===== src/iors_pkg.sv =====
// I/O register space package: opcodes, address map, bit layouts.
// Assumes 8-bit data addresses; the 32 working registers sit below 0x20.
`default_nettype none
package iors_pkg;

	// ==========================================================
	// Access kinds
	typedef enum logic [2:0] {
		OP_IO_READ,
		OP_IO_WRITE,
		OP_IO_BIT_SET,
		OP_IO_BIT_CLEAR,
		OP_SKIP_IF_BIT_SET,
		OP_SKIP_IF_BIT_CLEAR,
		OP_DATA_SPACE_READ,
		OP_DATA_SPACE_WRITE
	} iors_op_t;

	// ==========================================================
	// Address ranges
	localparam logic [7:0] IO_ADDR_MAX = 8'h3F;
	localparam logic [7:0] IO_BIT_ADDR_MAX = 8'h1F;
	localparam logic [7:0] IO_DATA_OFFSET = 8'h20;
	localparam logic [7:0] EXT_IO_FIRST = 8'h60;
	localparam int unsigned SPACE_WORDS = 224;
	localparam logic [7:0] RESET_VALUE = 8'h00;

	// ==========================================================
	// Data-space addresses
	localparam logic [7:0] DA_PORT_B_INPUT = 8'h23;
	localparam logic [7:0] DA_PORT_B_DIR = 8'h24;
	localparam logic [7:0] DA_PORT_B_OUT = 8'h25;
	localparam logic [7:0] DA_PORT_C_INPUT = 8'h26;
	localparam logic [7:0] DA_PORT_C_DIR = 8'h27;
	localparam logic [7:0] DA_PORT_C_OUT = 8'h28;
	localparam logic [7:0] DA_PORT_D_INPUT = 8'h29;
	localparam logic [7:0] DA_PORT_D_DIR = 8'h2A;
	localparam logic [7:0] DA_PORT_D_OUT = 8'h2B;
	localparam logic [7:0] DA_TIMER0_FLAGS = 8'h35;
	localparam logic [7:0] DA_TIMER1_FLAGS = 8'h36;
	localparam logic [7:0] DA_TIMER2_FLAGS = 8'h37;
	localparam logic [7:0] DA_PIN_CHANGE_FLAGS = 8'h3B;
	localparam logic [7:0] DA_EXT_IRQ_FLAGS = 8'h3C;
	localparam logic [7:0] DA_EXT_IRQ_MASK = 8'h3D;
	localparam logic [7:0] DA_GENERAL_SCRATCH_0 = 8'h3E;
	localparam logic [7:0] DA_NV_CONTROL = 8'h3F;
	localparam logic [7:0] DA_NV_DATA = 8'h40;
	localparam logic [7:0] DA_NV_ADDR_LOW = 8'h41;
	localparam logic [7:0] DA_NV_ADDR_HIGH = 8'h42;
	localparam logic [7:0] DA_GENERAL_TIMER_SYNC_CONTROL = 8'h43;
	localparam logic [7:0] DA_TIMER0_CONTROL_A = 8'h44;
	localparam logic [7:0] DA_TIMER0_CONTROL_B = 8'h45;
	localparam logic [7:0] DA_TIMER0_COUNT = 8'h46;
	localparam logic [7:0] DA_TIMER0_COMPARE_A = 8'h47;
	localparam logic [7:0] DA_TIMER0_COMPARE_B = 8'h48;
	localparam logic [7:0] DA_GENERAL_SCRATCH_1 = 8'h4A;
	localparam logic [7:0] DA_GENERAL_SCRATCH_2 = 8'h4B;
	localparam logic [7:0] DA_SERIAL_PERIPHERAL_CONTROL = 8'h4C;
	localparam logic [7:0] DA_SERIAL_PERIPHERAL_STATUS = 8'h4D;
	localparam logic [7:0] DA_SERIAL_PERIPHERAL_DATA = 8'h4E;
	localparam logic [7:0] DA_ANALOG_COMPARATOR_CONTROL = 8'h50;
	localparam logic [7:0] DA_SLEEP_MODE_CONTROL = 8'h53;
	localparam logic [7:0] DA_RESET_CAUSE_STATUS = 8'h54;
	localparam logic [7:0] DA_CORE_CONTROL = 8'h55;
	localparam logic [7:0] DA_SELF_PROGRAM_CONTROL = 8'h57;
	localparam logic [7:0] DA_STACK_POINTER_LOW = 8'h5D;
	localparam logic [7:0] DA_STACK_POINTER_HIGH = 8'h5E;
	localparam logic [7:0] DA_PROCESSOR_STATUS_FLAGS = 8'h5F;
	localparam logic [7:0] DA_WATCHDOG_CONTROL_STATUS = 8'h60;
	localparam logic [7:0] DA_CLOCK_PRESCALE_CONTROL = 8'h61;
	localparam logic [7:0] DA_POWER_REDUCTION_GATES = 8'h64;
	localparam logic [7:0] DA_OSCILLATOR_TRIM = 8'h66;
	localparam logic [7:0] DA_PIN_CHANGE_IRQ_ENABLE = 8'h68;

	// ==========================================================
	// Hardware-set flag registers, in event port order
	localparam int unsigned FLAG_REGS = 7;
	localparam logic [7:0] FLAG_ADDR [FLAG_REGS] = '{
		DA_TIMER0_FLAGS, DA_TIMER1_FLAGS, DA_TIMER2_FLAGS,
		DA_PIN_CHANGE_FLAGS, DA_EXT_IRQ_FLAGS,
		DA_ANALOG_COMPARATOR_CONTROL, DA_WATCHDOG_CONTROL_STATUS};

	// ==========================================================
	// Implemented bits per location; zero means reserved location
	function automatic logic [7:0] impl_mask(input logic [7:0] da);
		case (da)
			DA_PORT_C_INPUT, DA_PORT_C_DIR, DA_PORT_C_OUT: impl_mask = 8'h7F;
			DA_PORT_B_INPUT, DA_PORT_B_DIR, DA_PORT_B_OUT,
			DA_PORT_D_INPUT, DA_PORT_D_DIR, DA_PORT_D_OUT,
			DA_GENERAL_SCRATCH_0, DA_NV_DATA, DA_NV_ADDR_LOW,
			DA_TIMER0_COUNT, DA_TIMER0_COMPARE_A, DA_TIMER0_COMPARE_B,
			DA_GENERAL_SCRATCH_1, DA_GENERAL_SCRATCH_2,
			DA_SERIAL_PERIPHERAL_CONTROL, DA_SERIAL_PERIPHERAL_DATA,
			DA_ANALOG_COMPARATOR_CONTROL, DA_STACK_POINTER_LOW,
			DA_PROCESSOR_STATUS_FLAGS, DA_WATCHDOG_CONTROL_STATUS,
			DA_OSCILLATOR_TRIM: impl_mask = 8'hFF;
			DA_TIMER0_FLAGS, DA_TIMER2_FLAGS, DA_PIN_CHANGE_FLAGS,
			DA_STACK_POINTER_HIGH, DA_PIN_CHANGE_IRQ_ENABLE: impl_mask = 8'h07;
			DA_TIMER1_FLAGS: impl_mask = 8'h27;
			DA_EXT_IRQ_FLAGS, DA_EXT_IRQ_MASK, DA_NV_ADDR_HIGH:
				impl_mask = 8'h03;
			DA_NV_CONTROL: impl_mask = 8'h3F;
			DA_GENERAL_TIMER_SYNC_CONTROL: impl_mask = 8'h83;
			DA_TIMER0_CONTROL_A: impl_mask = 8'hF3;
			DA_TIMER0_CONTROL_B: impl_mask = 8'hCF;
			DA_SERIAL_PERIPHERAL_STATUS: impl_mask = 8'hC1;
			DA_SLEEP_MODE_CONTROL, DA_RESET_CAUSE_STATUS: impl_mask = 8'h0F;
			DA_CORE_CONTROL: impl_mask = 8'h73;
			DA_SELF_PROGRAM_CONTROL: impl_mask = 8'hDF;
			DA_CLOCK_PRESCALE_CONTROL: impl_mask = 8'h8F;
			DA_POWER_REDUCTION_GATES: impl_mask = 8'hEF;
			default: impl_mask = 8'h00;
		endcase
	endfunction

	// Bits cleared by writing a one
	function automatic logic [7:0] w1c_mask(input logic [7:0] da);
		case (da)
			DA_TIMER0_FLAGS, DA_TIMER1_FLAGS, DA_TIMER2_FLAGS,
			DA_PIN_CHANGE_FLAGS, DA_EXT_IRQ_FLAGS: w1c_mask = 8'hFF;
			DA_ANALOG_COMPARATOR_CONTROL: w1c_mask = 8'h10;
			DA_WATCHDOG_CONTROL_STATUS: w1c_mask = 8'h80;
			default: w1c_mask = 8'h00;
		endcase
	endfunction

endpackage
`default_nettype wire


===== src/iors_bus_if.sv =====
// Request/answer link between processor core and I/O register space.
// Both ends share one clock; the testbench supplies it to each module.
`timescale 1ns/1ps
`default_nettype none
interface iors_bus_if;
	logic req_valid;
	iors_pkg::iors_op_t req_op;
	logic [7:0] req_addr;
	logic [2:0] req_bit;
	logic [7:0] req_wdata;
	logic rsp_valid;
	logic [7:0] rsp_rdata;
	logic rsp_bit;
	logic rsp_err;

	modport dev (
		input req_valid, req_op, req_addr, req_bit, req_wdata,
		output rsp_valid, rsp_rdata, rsp_bit, rsp_err
	);
	modport core (
		output req_valid, req_op, req_addr, req_bit, req_wdata,
		input rsp_valid, rsp_rdata, rsp_bit, rsp_err
	);
endinterface
`default_nettype wire


===== src/iors_device.sv =====
// Device end: the I/O register space with its two address windows.
// Assumes the core keeps one request in flight; peripherals set flags.
//
// Behaviour
// - Bit set/clear reach I/O 0x00-0x1F
// - Bit tests return current bit value
// - Flags clear on written one only
// - Bit ops touch only the addressed bit
// - I/O instructions decode exactly 0x00-0x3F
// - Data-space address equals I/O address plus 0x20
// - Extended 0x60-0xFF only by data-space access
// - Software writes reserved bits as zero
// - Software never writes reserved locations
`timescale 1ns/1ps
`default_nettype none
module iors_device #(
	parameter int unsigned FLAG_REGS = iors_pkg::FLAG_REGS
) (
	// Clock, reset, enable
	input wire logic core_clk_in,
	input wire logic rst_in,
	input wire logic ce_in,
	// Flag events from peripherals, one byte per flag register
	input wire logic [FLAG_REGS-1:0][7:0] flag_set_in,
	// Flag register contents
	output logic [FLAG_REGS-1:0][7:0] flag_state_out,
	// Core link
	iors_bus_if.dev bus
);

	// ==========================================================
	// Storage for data-space 0x20-0xFF
	logic [7:0] regs_q [iors_pkg::SPACE_WORDS];

	// ==========================================================
	// Request decode
	logic is_io_op;
	logic is_bit_op;
	logic is_skip_op;
	logic is_set_op;
	logic is_clear_op;
	logic is_full_write;
	logic addr_err;
	logic [7:0] data_addr;
	logic [7:0] word_idx;
	logic [7:0] impl;
	logic [7:0] w1c;
	logic [7:0] cur;
	logic [7:0] bit_sel;
	logic [7:0] sel;
	logic [7:0] pat;
	logic [7:0] new_val;
	logic wr_en;
	logic [7:0] flag_word [FLAG_REGS];

	assign is_set_op = bus.req_op == iors_pkg::OP_IO_BIT_SET;
	assign is_clear_op = bus.req_op == iors_pkg::OP_IO_BIT_CLEAR;
	assign is_skip_op = bus.req_op inside {iors_pkg::OP_SKIP_IF_BIT_SET,
		iors_pkg::OP_SKIP_IF_BIT_CLEAR};
	assign is_bit_op = is_set_op || is_clear_op || is_skip_op;
	assign is_io_op = is_bit_op || bus.req_op inside
		{iors_pkg::OP_IO_READ, iors_pkg::OP_IO_WRITE};
	assign is_full_write = bus.req_op inside
		{iors_pkg::OP_IO_WRITE, iors_pkg::OP_DATA_SPACE_WRITE};

	// I/O numbers sit 0x20 below their data-space addresses
	assign data_addr = is_io_op ?
		8'(bus.req_addr + iors_pkg::IO_DATA_OFFSET) :
		bus.req_addr;

	// An I/O number above 0x3F would alias the extended space; refuse it
	assign addr_err =
		(is_io_op && bus.req_addr > iors_pkg::IO_ADDR_MAX) ||
		(is_bit_op && bus.req_addr > iors_pkg::IO_BIT_ADDR_MAX) ||
		(!is_io_op && bus.req_addr < iors_pkg::IO_DATA_OFFSET);

	assign word_idx = 8'(data_addr - iors_pkg::IO_DATA_OFFSET);
	assign impl = iors_pkg::impl_mask(data_addr);
	assign w1c = iors_pkg::w1c_mask(data_addr);
	// Reserved bits and reserved locations read as zero
	assign cur = addr_err ? 8'h00 : (regs_q[word_idx] & impl);

	// ==========================================================
	// Write value
	// Bit ops select one bit; a full write selects all. Inside the
	// selection plain bits take the pattern and flag bits clear where
	// the pattern holds a one. Outside it nothing changes, so a bit
	// op never wipes a neighbouring flag.
	assign bit_sel = 8'(8'h01 << bus.req_bit);
	assign sel = is_full_write ? 8'hFF : bit_sel;
	assign pat = is_full_write ? bus.req_wdata :
		(is_set_op ? bit_sel : 8'h00);
	assign new_val = ((cur & ~sel) |
		(pat & sel & ~w1c) |
		(cur & sel & w1c & ~pat)) & impl;
	// Same write path whichever window was used
	assign wr_en = bus.req_valid && !addr_err && impl != 8'h00 &&
		(is_full_write || is_set_op || is_clear_op);

	// ==========================================================
	// Hardware flag sets, routed by location
	function automatic logic [7:0] hw_set(input logic [7:0] da,
		input logic [FLAG_REGS-1:0][7:0] ev);
		logic [7:0] acc;
		acc = 8'h00;
		for (int k = 0; k < FLAG_REGS; k++) begin
			if (iors_pkg::FLAG_ADDR[k] == da) begin
				acc = acc | ev[k];
			end
		end
		hw_set = acc & iors_pkg::w1c_mask(da);
	endfunction

	// ==========================================================
	// Register array
	// A flag raised in the same cycle as its clear stays set.
	always_ff @(posedge core_clk_in) begin
		if (rst_in) begin
			for (int i = 0; i < iors_pkg::SPACE_WORDS; i++) begin
				regs_q[i] <= iors_pkg::RESET_VALUE;
			end
		end else if (ce_in) begin
			for (int i = 0; i < iors_pkg::SPACE_WORDS; i++) begin
				regs_q[i] <= ((wr_en && word_idx == 8'(i)) ?
					new_val : regs_q[i]) |
					hw_set(8'(i + iors_pkg::IO_DATA_OFFSET), flag_set_in);
			end
		end
	end

	// ==========================================================
	// Flag state view
	genvar g;
	generate
		for (g = 0; g < FLAG_REGS; g++) begin : g_flag
			assign flag_word[g] = regs_q[8'(iors_pkg::FLAG_ADDR[g] -
				iors_pkg::IO_DATA_OFFSET)];
			assign flag_state_out[g] = flag_word[g];
		end
	endgenerate

	// ==========================================================
	// Answer, one cycle after the request
	always_ff @(posedge core_clk_in) begin
		if (rst_in) begin
			bus.rsp_valid <= 1'b0;
			bus.rsp_rdata <= iors_pkg::RESET_VALUE;
			bus.rsp_bit <= 1'b0;
			bus.rsp_err <= 1'b0;
		end else if (ce_in) begin
			bus.rsp_valid <= bus.req_valid;
			if (bus.req_valid) begin
				bus.rsp_err <= addr_err;
				bus.rsp_rdata <= cur;
				bus.rsp_bit <= cur[bus.req_bit];
			end
		end
	end

endmodule
`default_nettype wire


===== src/flat_wrapper.sv =====
// flat-port wrapper written by rule: the top's interface ports become plain ports
module iors_device_flat 
#(
	parameter int unsigned FLAG_REGS = iors_pkg::FLAG_REGS
)
  (core_clk_in, rst_in, ce_in, flag_set_in, flag_state_out, bus_req_valid, bus_req_op, bus_req_addr, bus_req_bit, bus_req_wdata, bus_rsp_valid, bus_rsp_rdata, bus_rsp_bit, bus_rsp_err);
  iors_bus_if bus_i ();
  input wire logic core_clk_in;
  input wire logic rst_in;
  input wire logic ce_in;
  input wire logic [FLAG_REGS-1:0][7:0] flag_set_in;
  output logic [FLAG_REGS-1:0][7:0] flag_state_out;
  input wire logic [$bits(bus_i.req_valid)-1:0] bus_req_valid;
  input wire logic [$bits(bus_i.req_op)-1:0] bus_req_op;
  input wire logic [$bits(bus_i.req_addr)-1:0] bus_req_addr;
  input wire logic [$bits(bus_i.req_bit)-1:0] bus_req_bit;
  input wire logic [$bits(bus_i.req_wdata)-1:0] bus_req_wdata;
  output wire logic [$bits(bus_i.rsp_valid)-1:0] bus_rsp_valid;
  output wire logic [$bits(bus_i.rsp_rdata)-1:0] bus_rsp_rdata;
  output wire logic [$bits(bus_i.rsp_bit)-1:0] bus_rsp_bit;
  output wire logic [$bits(bus_i.rsp_err)-1:0] bus_rsp_err;
  assign bus_i.req_valid = bus_req_valid;
  assign bus_i.req_op = bus_req_op;
  assign bus_i.req_addr = bus_req_addr;
  assign bus_i.req_bit = bus_req_bit;
  assign bus_i.req_wdata = bus_req_wdata;
  assign bus_rsp_valid = bus_i.rsp_valid;
  assign bus_rsp_rdata = bus_i.rsp_rdata;
  assign bus_rsp_bit = bus_i.rsp_bit;
  assign bus_rsp_err = bus_i.rsp_err;
  iors_device #(.FLAG_REGS(FLAG_REGS)) u_core (.core_clk_in(core_clk_in), .rst_in(rst_in), .ce_in(ce_in), .flag_set_in(flag_set_in), .flag_state_out(flag_state_out), .bus(bus_i));
endmodule

===== config.mk =====
export PLATFORM = sky130hd
export DESIGN_NAME = iors_device_flat
export DESIGN_NICKNAME = d
export VERILOG_FILES = /design/src/iors_pkg.sv /design/src/iors_bus_if.sv /design/src/iors_device.sv /design/src/flat_wrapper.sv
export SDC_FILE = /design/constraint.sdc
export NUM_CORES = 2
export LEC_CHECK = 0
export BUFFER_PORTS_ARGS = -buffer_cell sky130_fd_sc_hd__buf_2
export CAP_MARGIN = 5
export CORE_MARGIN = 2
export CORE_UTILIZATION = 35
export CTS_BUF_LIST = sky130_fd_sc_hd__clkbuf_4 sky130_fd_sc_hd__clkbuf_8
export CTS_CLUSTER_SIZE = 20
export DETAILED_ROUTE_END_ITERATION = 8
export SETUP_SLACK_MARGIN = 0.4
export SLEW_MARGIN = 20
export SYNTH_ARGS = -nofsm -noshare
export SYNTH_HDL_FRONTEND = slang
export SYNTH_SLANG_ARGS = --single-unit

===== constraint.sdc =====
create_clock -name core_clk_in -period 10.5 [get_ports core_clk_in]
set_clock_uncertainty 0.1 [all_clocks]
set_input_delay 1.575 -clock core_clk_in [delete_from_list [all_inputs] [get_ports core_clk_in]]
set_output_delay 1.575 -clock core_clk_in [all_outputs]
set_load 0.01 [all_outputs]

* Yosys cells after proc, flatten, opt, wreduce, memory -nomap -nowiden
Memories as Yosys holds them, arrays and structs flattened.
Cells that the tools add are included.
** Storage, ports and cells
- Register bits :: 11
- Bits in latches :: 0
- Bits in writable memories :: 1792
- Bits in read-only memories :: 1024
- Word-level logic and storage cells :: 1663
- Memories kept :: 2
** Operators by class
- Add/subtract/negate cells :: 2
- $mul :: 0
- Divide/modulo/power cells :: 0
- $lt $le $gt $ge :: 4
- Eq/ne operators :: 453
- Shifts and indexed selects :: 1
- Multiplexer cells :: 482
- Bitwise operators :: 251
- Reductions and logical operators :: 464
** Memories
- u_core.regs_q :: depth 224, bits a word 8, rd ports 8, clocked after Yosys merged registers in 0, wr ports 224, RTL line iors_device.sv:33 : logic [7:0] regs_q [iors_pkg::SPACE_WORDS];
- (no name shown) :: depth 128, bits a word 8, rd ports 1, clocked after Yosys merged registers in 0, wr ports 0, RTL line iors_pkg.sv:86 : case (da)
** Operator list (number)
- $mux W8 :: 474
- $eq A8 B8 Y1 const B :: 96
- $eq A8 B7 Y1 const B :: 66
- $reduce_and A2 Y1 :: 218
- $eq A8 B6 Y1 const B :: 37
- $logic_and A1 B1 Y1 :: 230
- $or A1 B1 Y1 :: 224
- $ne A1 B1 Y1 const B :: 217
- $eq A8 B5 Y1 const B :: 16
- $and A8 B8 Y8 :: 15
- $or A8 B8 Y8 :: 9
- $eq A8 B4 Y1 const B :: 8
- $eq A8 B3 Y1 const B :: 4
- $not A8 Y8 :: 3
- $pmux W8 S3 :: 1
- $eq A8 B2 Y1 const B :: 2
- $eq A3 B3 Y1 const B :: 3
- $add A8 B6 Y8 const B :: 1
- $eq A8 B1 Y1 const B :: 1
- $gt A8 B5 Y1 const B :: 1
- $gt A8 B6 Y1 const B :: 1
- $logic_not A8 Y1 :: 1
- $lt A8 B6 Y1 const B :: 1
- $reduce_bool A8 Y1 :: 1
- other kinds (12) :: 27

* Logic depth before layout (Yosys ltp)
An unclocked memory read counts as a cell.
- Depth after elaboration :: 17
- Gate-level depth with buffers :: 20
- Depth with buffers taken out :: 13

* Least setup slack after synthesis
No wires, ideal clock.
- Path type :: input to register
- Start :: in bus_req_addr[0]
- End :: mem u_core.regs_q[130][4], data pin
- Setup time :: 0.641 ns
- Arrival :: 7.296 ns
- Data required time :: 9.759 ns
- Setup slack :: 2.463 ns
- Cell stages on the path :: 19
- Path buffers :: 8
- Cell sequence :: buf_6 > buf_8 > buf_12 > buf_12 > buf_8 > inv_1 > ha_1 > or3b_2 > clkbuf_1 > nand2_1 > o21ai_0 > o221a_2 > nor3_1 > or4b_4 > o31ai_4 > nand2_4 > buf_8 > buf_8 > nor2_1
** RTL lines
- from (decl) :: RTL line flat_wrapper.sv:15 : input wire logic [$bits(bus_i.req_addr)-1:0] bus_req_addr;
- to (decl) :: RTL line iors_device.sv:33

==> results.txt <==
DRC: 0
Final Non-Filler Cells: 8489
most frequent cells in the layout: edfxtp_1 (1792), nor2_1 (451), clkbuf_8 (326)
CTS tree: built
gr usage total: 0.220
# port buffers: 134
Mapped Area: 79600 µm²
Max-cap violations: 0
share of post-route cells with drive strength above 1: 0.236
CTS Buffer Depth: 4
Reg2Reg Launch Point: u_core.regs_q[78][5]
Fin Hold WS: 0.363 ns
PD cells: 177 nW/µm²
Max stage delay cell, worst path: o21ai_0
Synth Warn #: 0
Async SR Flop Fraction: 0
first-pass GRT wire length: 360 mm
most used cell, CP: buf_4
initial antenna violation count: 22
Worst-path clk slew: 0.06 ns
Sink Count: 1803
Crit Path Max Fanout: 94
FP Rows: 175
Primary FF master, synth: edfxtp_1
# nets final: 5364
largest net degree at the start of global routing: 173
final worst slack: 3.36 ns
Seq. cell area: 54000 µm²
grt ovf: 0
final WL: 260 mm
Seq/Total Area, Yosys: 0.679
number of synthesized register bits: 1803
Pleak: 30.5 nW
total number of vias: 48600
critical path data required time: 11.06 ns
most common cell after layout, fill and taps aside: edfxtp_1
core area: 227000 µm²
Hold/Removal Path Class: reg2reg
post-CTS resize count: 0
CP Buf/Inv Count: 3
die span in x: 481 µm
reg2reg end: u_core.regs_q[202][5]
Mean Syn Cell Area: 16.4 µm²
Tcrit/Tclk final: 0.680
Post-Place Worst Slack: 2.68 ns
starting density of the core: 0.351
status: finished, final reports clean
routability cong.: 0.997
final hold violations: 0
cell-by-cell trace of the critical path: buf_8 -> buf_4 -> mux4_2 -> mux2i_1 -> o211ai_1 -> a21oi_1 -> o21ai_0 -> nand4_1 -> o22a_2 -> or2_2 -> nor2_4 -> buf_4
area of the multi-input gates: 23400 µm²
CP endpoint kind: flop
Post-synth EDFFs: 1792
nature of the critical path startpoint: input pin
Fillers: 21000
Critical Setup Path Class: in2reg
post-DR wirelength/cell: 30.6 µm
Die Y: 481 µm
vias per cell: 5.73
I/O pins: 149
largest vdd supply drop: 158 µV
P&R area growth vs syn: 11.8%
R2R Setup Slk: 4.95 ns
slew margin rel.: 0.176
fin area: 89000 µm²
post-synth cell types: 109
Detailed Routing Iterations Pass 1: 6
CTS buffer count: 321
vias in the first global route: 47300
# setup viols final: 0
setup TNS: 0 ns
CP arrival: 7.70 ns
Worst Max-Slew Pin Slew: 1.23 ns
H-tree depth: 5
crit path time final: 7.14 ns
die area: 231000 µm²
max incr delay on CP: 0.90 ns
Root Buffer: clkbuf_8
CP delay by family, top: compound AO/OA/AOI/OAI gates
Detail Route Antenna Nets: 0
setup bufs post-CTS: 0
Slew Viols, Final: 0
Detailed Place HPWL: 163 mm
Endpoint, Worst Hold: u_core.bus.rsp_rdata[3]
fmax: 140 MHz
Cells after DPL: 7958
Worst Hold Launch: u_core.bus.rsp_rdata[3]
hold depth: 2
Post-Synthesis Cells: 4859
placed cell areas: 83300 µm²
unrepaired setup endpoints after global routing: false
number of DRC markers in iteration 0: 6627
Clock Latency Late Sink: 1.10 ns
R2R depth: 10
# hold bufs at CTS: 0
[stage by stage]
step,power [mW],utilization
after floorplan,9.27,-
after global placement,9.81,0.367
after detailed placement,9.84,0.367
after CTS,15.8,0.392
after global routing,16.2,0.392
final,15.8,0.392
[registers in the layout, summed over array words and instances, names as in the netlist]
signal / flops
u_core.bus.rsp_valid: 1
u_core.bus.rsp_rdata: 8
u_core.regs_q: 1792
u_core.bus.rsp_err: 1
u_core.bus.rsp_bit: 1
[worst max path at each step]
stage,cells after the start,startpoint,slack [ns],end
after floorplan,19,bus_req_addr[0],2.46,u_core.regs_q[130][4]
after global placement,12,bus_req_addr[0],2.76,u_core.regs_q[162][1]
after detailed placement,12,bus_req_addr[0],2.68,u_core.regs_q[206][5]
after CTS,12,bus_req_addr[0],3.78,u_core.regs_q[135][5]
after global routing,12,bus_req_addr[0],3.47,u_core.regs_q[202][5]
final,12,bus_req_addr[0],3.36,u_core.regs_q[202][5]
[layout make-up]
type,instances,area share
inverters,28,0.00122
clock inverters,99,0.00527
flip-flops and latches,1803,0.607
repair buffers,296,0.0233
diodes,16,0.000450
clock buffers,415,0.0579
multi-input cells,2823,0.262
well taps,3009,0.0423
[synth_stat cells (27+ instances only)]
cell,count,area share
nand3_1,72,0.0045
nor2_1,466,0.022
nor3_1,325,0.020
buf_4,49,0.0046
a221oi_1,43,0.0047
nand2_1,164,0.0077
a31oi_1,27,0.0021
a31o_2,45,0.0050
o21ai_0,51,0.0032
clkbuf_1,219,0.010
mux2i_1,223,0.028
mux4_2,309,0.087
edfxtp_1,1792,0.68
a21oi_1,89,0.0056
mux4_1,52,0.017
a22oi_1,98,0.0092
a21o_1,44,0.0041
buf_6,45,0.0064
nand2b_1,37,0.0029
o21bai_1,86,0.0081
nor3_2,62,0.0078
buf_2,49,0.0031
[report_power, final]
| part | switching [mW] | internal [mW] | leakage, nW |
|---|---|---|---|
| clock network | 2.84 | 3.21 | 2.97 |
| logic | 0.983 | 0.432 | 9.01 |
| registers | 0.0920 | 8.24 | 18.6 |
| total | 3.91 | 11.9 | 30.5 |
[layer usage]
layer / GRT usage / wire length, µm / vias to the layer above / share of wire
met4: 0.124 / 16700 / 8 / 0.064
met1: 0.276 / 94800 / 24900 / 0.36
met5: 0.00166 / 100 / - / 0.00038
met3: 0.0601 / 27600 / 750 / 0.11
li1: - / - / 19900 / -
met2: 0.344 / 121000 / 3065 / 0.46
[cells by family (layout without fill, tap and decap cells)]
logic type	after synthesis	in the layout	share of synthesized area
AO/OA/AOI/OAI	661	661	0.0613
adder cells (fa/ha/maj)	9	9	0.00141
flip-flops	1803	1803	0.679
XOR/XNOR	5	5	0.000550
buffers and inverters	507	838	0.0446
AND/OR/NAND/NOR	1269	1269	0.0781
multiplexers	604	604	0.135
other	1	291	0.0000471
[worst min-delay path, stage by stage, from the launching register on]
cell,delay [ns]
dfxtp_1,0.31
nand2_1,0.05
a21oi_1,0.06
(Power assumes the default switching activity.)
